[src/rtl/hbis_map.svh]
// Functional notes
// - subtract immediate from upper byte only
// - negative flag equals result bit fifteen
// - zero flag when whole result zero
// - overflow from old, immediate, new sign
// - carry reports borrow out of bit fifteen
`ifndef HBIS_MAP_SVH
`define HBIS_MAP_SVH
`define HBIS_OPCODE_MSB      15
`define HBIS_OPCODE_LSB      11
`define HBIS_OPCODE_VALUE    5'h12
`define HBIS_RD_MSB          10
`define HBIS_RD_LSB          8
`define HBIS_IMM_MSB         7
`define HBIS_IMM_LSB         0
`define HBIS_WORD_RESET      16'h0000
`define HBIS_SEL_RESET       3'h0
`endif

[src/rtl/hbis_pkg.sv]
package hbis_pkg;
  // condition flags produced by the instruction
  typedef struct packed {
    logic n;
    logic z;
    logic v;
    logic c;
  } hbis_flags_t;
  // register write-back request
  typedef struct packed {
    logic        we;
    logic [2:0]  sel;
    logic [15:0] data;
  } hbis_wb_t;
  // pipeline state
  typedef enum logic [1:0] {
    HBIS_IDLE = 2'b01,
    HBIS_DONE = 2'b10
  } hbis_state_t;
endpackage

[src/rtl/hbis_core.sv]
`timescale 1ns/1ps
`include "hbis_map.svh"
module hbis_core
  import hbis_pkg::*;
#(
  parameter int DATA_W = 16, // register and result width
  parameter int IMM_W  = 8,  // immediate byte width
  parameter int SEL_W  = 3   // destination index width
)
(
  input  wire logic              sys_clk_in,    // core clock
  input  wire logic              resetn_in,     // asynchronous reset
  input  wire logic              insn_valid_in, // word present
  input  wire logic [DATA_W-1:0] insn_word_in,  // instruction word
  input  wire logic [DATA_W-1:0] rd_value_in,   // destination value now
  output logic      [SEL_W-1:0]  rd_sel_out,    // registered field copy
  output logic                   wb_en_out,     // write-back strobe
  output logic      [SEL_W-1:0]  wb_sel_out,    // write-back index
  output logic      [DATA_W-1:0] wb_data_out,   // write-back value
  output logic                   flags_en_out,  // flags update strobe
  output hbis_flags_t            flags_out,     // n, z, v, c
  output logic                   done_out       // instruction finished
);

  // the packed carriers fix the widths; refuse any other choice
  generate
    if (DATA_W != 16 || IMM_W != 8 || SEL_W != 3)
    begin : g_bad_width
      $error("hbis_core widths must be 16, 8 and 3");
    end
  endgenerate

  // reset release synchroniser
  logic              rst_meta;      // first stage, read only by rst_n
  logic              rst_n;         // released copy used by all state
  // sequencing state
  hbis_state_t       state;         // idle or just finished
  hbis_state_t       next_state;    // state after this edge
  // write-back request
  hbis_wb_t          wb;            // registered request
  hbis_wb_t          next_wb;       // request formed this cycle
  // condition flags
  hbis_flags_t       flags;         // last flags produced
  hbis_flags_t       next_flags;    // flags after this edge
  logic              flags_en;      // one-cycle update strobe
  logic              next_flags_en; // strobe for the next cycle
  // register field copy
  logic [SEL_W-1:0]  rd_sel;        // last register field seen
  logic [SEL_W-1:0]  next_rd_sel;   // field of the present word
  // decode and datapath helpers
  logic              hit;           // valid word with matching opcode
  logic [SEL_W-1:0]  dest;          // destination field
  logic [IMM_W-1:0]  imm;           // signed immediate byte
  logic [DATA_W-1:0] subtrahend;    // immediate moved to the upper byte
  logic [DATA_W-1:0] res;           // full-width result
  logic [DATA_W-1:0] ones_seen;     // running or of result bits
  logic              old_sign;      // register top bit before
  logic              imm_sign;      // immediate top bit
  logic              new_sign;      // result top bit

  // two-stage release of the asynchronous reset: assertion is at once,
  // removal waits two edges so no flop leaves reset near a clock edge
  always_ff @(posedge sys_clk_in or negedge resetn_in)
  begin
    if (!resetn_in)
    begin
      rst_meta <= 1'b0;
      rst_n    <= 1'b0;
    end
    else
    begin
      rst_meta <= 1'b1;
      rst_n    <= rst_meta;
    end
  end

  // opcode match; a word without valid is never taken
  assign hit = insn_valid_in &&
    (insn_word_in[`HBIS_OPCODE_MSB:`HBIS_OPCODE_LSB]
     == `HBIS_OPCODE_VALUE);
  // register field and immediate byte
  assign dest = insn_word_in[`HBIS_RD_MSB:`HBIS_RD_LSB];
  assign imm  = insn_word_in[`HBIS_IMM_MSB:`HBIS_IMM_LSB];
  // immediate sits in the upper byte, lower byte zero
  assign subtrahend = {imm, {(DATA_W-IMM_W){1'b0}}};
  // lower byte of the register passes through unchanged
  assign res = rd_value_in - subtrahend;
  // sign bits that feed overflow and borrow
  assign old_sign = rd_value_in[DATA_W-1];
  assign imm_sign = imm[IMM_W-1];
  assign new_sign = res[DATA_W-1];

  // ripple or of the result bits, one stage per bit
  genvar gi;
  generate
    for (gi = 0; gi < DATA_W; gi++)
    begin : g_zero
      if (gi == 0)
      begin : g_first
        // the chain starts at bit zero
        assign ones_seen[gi] = res[gi];
      end
      else
      begin : g_rest
        // each bit adds itself to what lies below
        assign ones_seen[gi] = ones_seen[gi-1] | res[gi];
      end
    end
  endgenerate

  // next sequencing state: done for one cycle after a taken word
  always_comb
  begin
    next_state = HBIS_IDLE;
    case (state)
      HBIS_IDLE, HBIS_DONE:
      begin
        // back-to-back words are legal from either state
        if (hit)
        begin
          next_state = HBIS_DONE;
        end
        else
        begin
          next_state = HBIS_IDLE;
        end
      end
      default:
      begin
        // unreachable code: return to idle
        next_state = HBIS_IDLE;
      end
    endcase
  end

  // state register
  always_ff @(posedge sys_clk_in or negedge rst_n)
  begin
    if (!rst_n)
    begin
      state <= HBIS_IDLE;
    end
    else
    begin
      state <= next_state;
    end
  end

  // next write-back request and register field copy; the register
  // file must forward or write before a back-to-back read of the
  // same register, else the second word sees the old value
  always_comb
  begin
    // no write unless a word is taken; data reads zero when idle
    next_wb     = '0;
    next_rd_sel = dest;
    if (hit)
    begin
      // single cycle: result registered on the taking edge
      next_wb.we   = 1'b1;
      next_wb.sel  = dest;
      next_wb.data = res;
    end
  end

  // write-back and field registers
  always_ff @(posedge sys_clk_in or negedge rst_n)
  begin
    if (!rst_n)
    begin
      // no pending write after reset
      wb     <= '{we: 1'b0, sel: `HBIS_SEL_RESET,
                  data: `HBIS_WORD_RESET};
      rd_sel <= `HBIS_SEL_RESET;
    end
    else
    begin
      wb     <= next_wb;
      rd_sel <= next_rd_sel;
    end
  end

  // next flags and their update strobe
  always_comb
  begin
    // flags hold between instructions
    next_flags    = flags;
    next_flags_en = 1'b0;
    if (hit)
    begin
      next_flags.n  = new_sign;
      next_flags.z  = ~ones_seen[DATA_W-1];
      // signs differ and the result left the old sign
      next_flags.v  = (old_sign ^ imm_sign)
                      & (new_sign ^ old_sign);
      // borrow out of the top bit
      next_flags.c  = (~old_sign & imm_sign)
                      | (~old_sign & new_sign)
                      | (imm_sign & new_sign);
      next_flags_en = 1'b1;
    end
  end

  // flag registers
  always_ff @(posedge sys_clk_in or negedge rst_n)
  begin
    if (!rst_n)
    begin
      // flags read clear until the first instruction
      flags    <= '0;
      flags_en <= 1'b0;
    end
    else
    begin
      flags    <= next_flags;
      flags_en <= next_flags_en;
    end
  end

  // outputs come straight from flip-flops
  // field copy
  assign rd_sel_out   = rd_sel;
  // write-back request
  assign wb_en_out    = wb.we;
  assign wb_sel_out   = wb.sel;
  assign wb_data_out  = wb.data;
  // flags and their strobe
  assign flags_en_out = flags_en;
  assign flags_out    = flags;
  // done is the one-hot done bit of the state register
  assign done_out     = state[1];
endmodule

[config.mk]
export PLATFORM = sky130hd
export DESIGN_NAME = hbis_core
export DESIGN_NICKNAME = d
export VERILOG_FILES = /design/src/rtl/hbis_pkg.sv /design/src/rtl/hbis_core.sv
export VERILOG_INCLUDE_DIRS = /design/src /design/src/rtl
export SDC_FILE = /design/constraint.sdc
export NUM_CORES = 1
export LEC_CHECK = 0
export BUFFER_PORTS_ARGS = -buffer_cell sky130_fd_sc_hd__buf_2
export CORE_MARGIN = 3
export CORE_UTILIZATION = 40
export DETAILED_ROUTE_END_ITERATION = 6
export GPL_TIMING_DRIVEN = 0
export PLACE_DENSITY = 0.7
export SYNTH_ARGS = -nofsm -noshare
export SYNTH_HDL_FRONTEND = slang
export SYNTH_SLANG_ARGS = --single-unit
[constraint.sdc]
create_clock -name sys_clk_in -period 1 [get_ports sys_clk_in]
set_input_delay 0 -clock sys_clk_in [delete_from_list [all_inputs] [get_ports sys_clk_in]]
set_output_delay 0 -clock sys_clk_in [all_outputs]
set_load 0.02 [all_outputs]
### After elaboration in Yosys (flattened, before gate mapping)

Cells that the tools add are included.

* add/sub/neg operators: 1
* equal/unequal tests: 3
* multiplexer cells: 4
* bitwise operators: 25
* reductions and logical operators: 2

Operators by type and width (count)
* $mux 20: 1
* $or 1x1->1: 17
* $sub 16x16->16: 1
* $eq 5x5->1 const B: 1
* $and 1x1->1: 4
* $mux 2: 2
* $eq 2x1->1 const B: 1
* $eq 2x2->1 const B: 1
* $not 1->1: 2
* $reduce_or 2->1: 1
* $xor 1x1->1: 2
* $logic_and 1x1->1: 1
* $mux 1: 1

* bits in registers: 32
* input bits: 35
* output and inout bits: 29
* logic and storage cells: 47

### Logic depth before layout (Yosys ltp)

* depth in word-level cells: 17
* mapped depth: 13
* depth with buffers taken out: 13

### Worst setup path before layout

No wires, ideal clock.

* path kind: input port to flip-flop
* from: in insn_word_in[2]
* to: reg flags, in the netlist flags_out[2]
* setup time: 0.120 ns
* arrival: 2.048 ns
* required time: 0.880 ns
* path slack: -1.168 ns
* cell stages on the path: 13
* buffers on the path: 0
* path through: inv_1 ha_1 o21ai_1 a21oi_1 o31ai_1 nand2b_1 a21o_1 fa_1 nor2_1 nand3_1 nor3_1 and3_1 a31o_1

* elaborated cells on any way between the ends: 8
* those cells by class: add/sub (1); bitwise (7)

RTL lines
* start, declared: RTL line hbis_core.sv:14 `input wire logic [DATA_W-1:0] insn_word_in,`
* $sub 16x16->16: RTL line hbis_core.sv:87 `assign res = rd_value_in - subtrahend;`
* net res[15]: RTL line hbis_core.sv:55 `logic [DATA_W-1:0] res;`
* $or 1x1->1: RTL line hbis_core.sv:106 `assign ones_seen[gi] = ones_seen[gi-1] | res[gi];`
* $not 1->1: RTL line hbis_core.sv:192 `next_flags.z = ~ones_seen[DATA_W-1];`
* end signal, assigned: RTL line hbis_core.sv:215 `flags <= next_flags;`
* end, declared: RTL line hbis_core.sv:43 `hbis_flags_t flags;`

The timed path passes the listed nets, and every way through them passes these cells.
A chain may end at the register's enable or synchronous reset.

### Worst setup path after layout

Ends and elaborated chain as after synthesis.

==> flow_metrics.tcl <==
set metrics [dict create \
    status "complete, but fails checks" \
    violations "negative setup slack" \
    synthCells 117 \
    die_w_um 64.4 \
    final_common_cell "buf_2" \
    grt_remaining_overflow 0 \
    synth_cell_types 32 \
    vias 1182 \
    drive_above_1_share 0.493 \
    path_cells "buf_6 > inv_4 > ha_4 > o21ai_4 > a21oi_4 > o31ai_4 > nand2b_1 > a21o_1 > fa_2 > nor2_1 > nand3_1 > nor3_1 > and3_1 > a31o_1" \
    drt_iter0_markers 19 \
    final_nets 254 \
    grt_max_degree 30 \
    core-area_um2 3150 \
    clkSinkCount 31 \
    worstSetupEndpointType "flop" \
    grtUsageTotal 0.181 \
    max-slew-margin-rel 0.599 \
    hold_path.startpoint "rd_value_in[15]" \
    rsz0062_at_grt "true" \
    layout.cells.non_filler 253 \
    worst_path_max_delay_cell "fa_2" \
    clock.fmax_ghz 0.539 \
    whs_ns 0.0481 \
    antenna_found_initial 0 \
    layout_common_cells "buf_2 (62), dfrtp_1 (29), dlygate4sd3_1 (15)" \
    fin_crit_sh 1.86 \
    drt-total-wl_mm 3.34 \
    numPortBuffers 63 \
    peakVddDrop_mv 0.577 \
    clk_pin_slew_ns 0.09 \
    layout_setup_ws_ns -0.856 \
    dp_hpwl_mm 2.25 \
    wl_met2_mm 1.80 \
    fin_tns_setup_ns -3.92 \
    initial_core_util 0.433 \
    slew_violations 0 \
    htreeDepth 2 \
    wl_met1_mm 1.24 \
    synthTopCellsByArea "dfrtp_1 (55%), ha_1 (8.2%), and2_1 (6.9%)" \
    dp.cells 224 \
    drcViolationCount 0 \
    cts_buffers 5 \
    fin_util 0.692 \
    grt_pass1_vias 1309 \
    regToRegSetupSlack_ns 0.09 \
    design.die.area_um2 4150 \
    cts.path.max_buffers 2 \
    grt_pass1_wl_mm 5.69 \
    cts-root-buf "clkbuf_4" \
    antenna_cells 0 \
    cpPeakStageDelay_ns 0.45 \
    post-place-ws_ns -1.36 \
    vias_per_cell 4.67 \
    hold_end "flags_out[0]" \
    hold_path_depth 3 \
    drtAntennaViolNets 0 \
    hold_viol 0 \
    yosysSeqAreaShare 0.569 \
    firstDrtPassIters 4 \
    min_path_type "in -> reg" \
    r2r-end "state[0]" \
    start_kind "primary input" \
    num_rows 20 \
    synth.largest_area_cell "dfrtp_1" \
    crit_required_ns 1.27 \
    synth_warnings 0 \
    io_pins 64 \
    cp_data_arrival_time_ns 2.12 \
    cap_violations 0 \
    powerDensity_nw_per_um2 1290 \
    synth_top_area_frac 0.550 \
    syn_area_um2 1370 \
    insertion_delay_ns 0.32 \
    tritoncts "built" \
    die-height_um 64.4 \
    period_needed_ns 1.86 \
    highest_layer "met4" \
    setup_violations 8 \
    reg2reg_from "state[0]" \
    tightestPinTransition_ns 0.601 \
    wl_per_cell_um 13.2 \
    ys_ff_latch 31 \
    r2r_cells 3 \
    synthToLayoutAreaGrowth_pct 59.8 \
    critPathKind "in -> reg" \
    cellLeakagePower_nw 1.16 \
    synth_nets 163 \
    fin_skew_ns 0.00478 \
    worstPathMaxFanout 3 \
    gp_congestion 0.762 \
    syn_avg_cell_area_um2 11.7 \
    met3_wirelength_um 231 \
]
[worst max-delay path: cells and delay by family]
family / cells / cell delay, ns
AOI/OAI and AO/OA: 5 / 0.75
and+or+nand+nor: 5 / 0.58
buffers and inverters: 2 / 0.14
adders and majority gates: 2 / 0.65
[registers in the layout, indices dropped and copies added (netlist names)]
register / flops
flags_en_out: 1
flags_out: 4
rd_sel_out: 3
rst_meta: 1
rst_n: 1
state: 2
wb_data_out: 16
wb_sel_out: 3
[area by class of cell]
type	count	area (um^2)
Fill cell	236	972
Tap cell	44	55.1
Inverter	12	52.6
Sequential cell	31	778
Multi-Input combinational cell	71	672
Buffer	2	10.0
Clock buffer	8	68.8
Timing Repair Buffer	85	544
[through the flow]
step | total power [mW] | cell area (um^2)
after global placement | 1.81 | 1800
after floorplan | 1.64 | 1430
after CTS | 2.79 | 2170
final | 2.80 | 2180
after global routing | 2.97 | 2180
after detailed placement | 1.82 | 1800
[worst max-delay path by stage]
stage | start | end | slack [ns] | cells after the start
finish | insn_word_in[2] | flags_out[2] | -0.86 | 14
global route | insn_word_in[2] | flags_out[2] | -0.96 | 14
CTS | insn_word_in[2] | flags_out[2] | -0.87 | 14
detailed placement | rd_value_in[10] | flags_out[2] | -1.36 | 13
global placement | rd_value_in[10] | flags_out[2] | -1.34 | 13
floorplan | rd_value_in[10] | flags_out[2] | -1.02 | 12
[power by group]
group          switching, mW  leakage (nW)  internal, mW
combinational          0.310         0.703         0.358
clock                  0.388        0.0386         0.413
sequential            0.0396         0.414          1.30
total                  0.738          1.16          2.07
[Yosys cell counts (all sizes together)]
master and number:
dfrtp 30, and2 15, inv 12, nor2 11, ha 9, a21oi 3
buf 3, nand2 3, o21ai 3, xnor2 3, a21o 2, fa 2
nand2b 2, nand3 2, nor4 2, o31ai 2, xor2 2, a211oi 1
a31o 1, and3 1, conb 1, dfstp 1, nor3 1, nor4b 1
o21a 1, o21bai 1, o311ai 1, or4 1
[logic make-up (layout without fill, tap and decap cells)]
family	count (synthesis)	after routing	synth area share
buffers and inverters	15	107	0.0458
AO/OA/AOI/OAI	15	15	0.0770
XOR/XNOR	5	5	0.0321
other	1	1	0.00275
AND/OR/NAND/NOR	39	39	0.161
adder cells (fa/ha/maj)	11	11	0.112
flip-flops	31	31	0.569
[timing repair]
action | CTS | global route
endpoints found under the setup margin | 36 | 10
pin swaps | 19 | 12
hold endpoints to repair | 18 | 0
hold buffers | 15 | 0
buffers inserted | 14 | 1
resized for setup | 14 | 10
[layer usage]
layer	vias up	track usage
li1	559	-
met3	7	0.0433
met5	-	0
met2	56	0.335
met1	560	0.192
met4	0	0.0871
No activity file was read; power rests on OpenSTA's default activity.
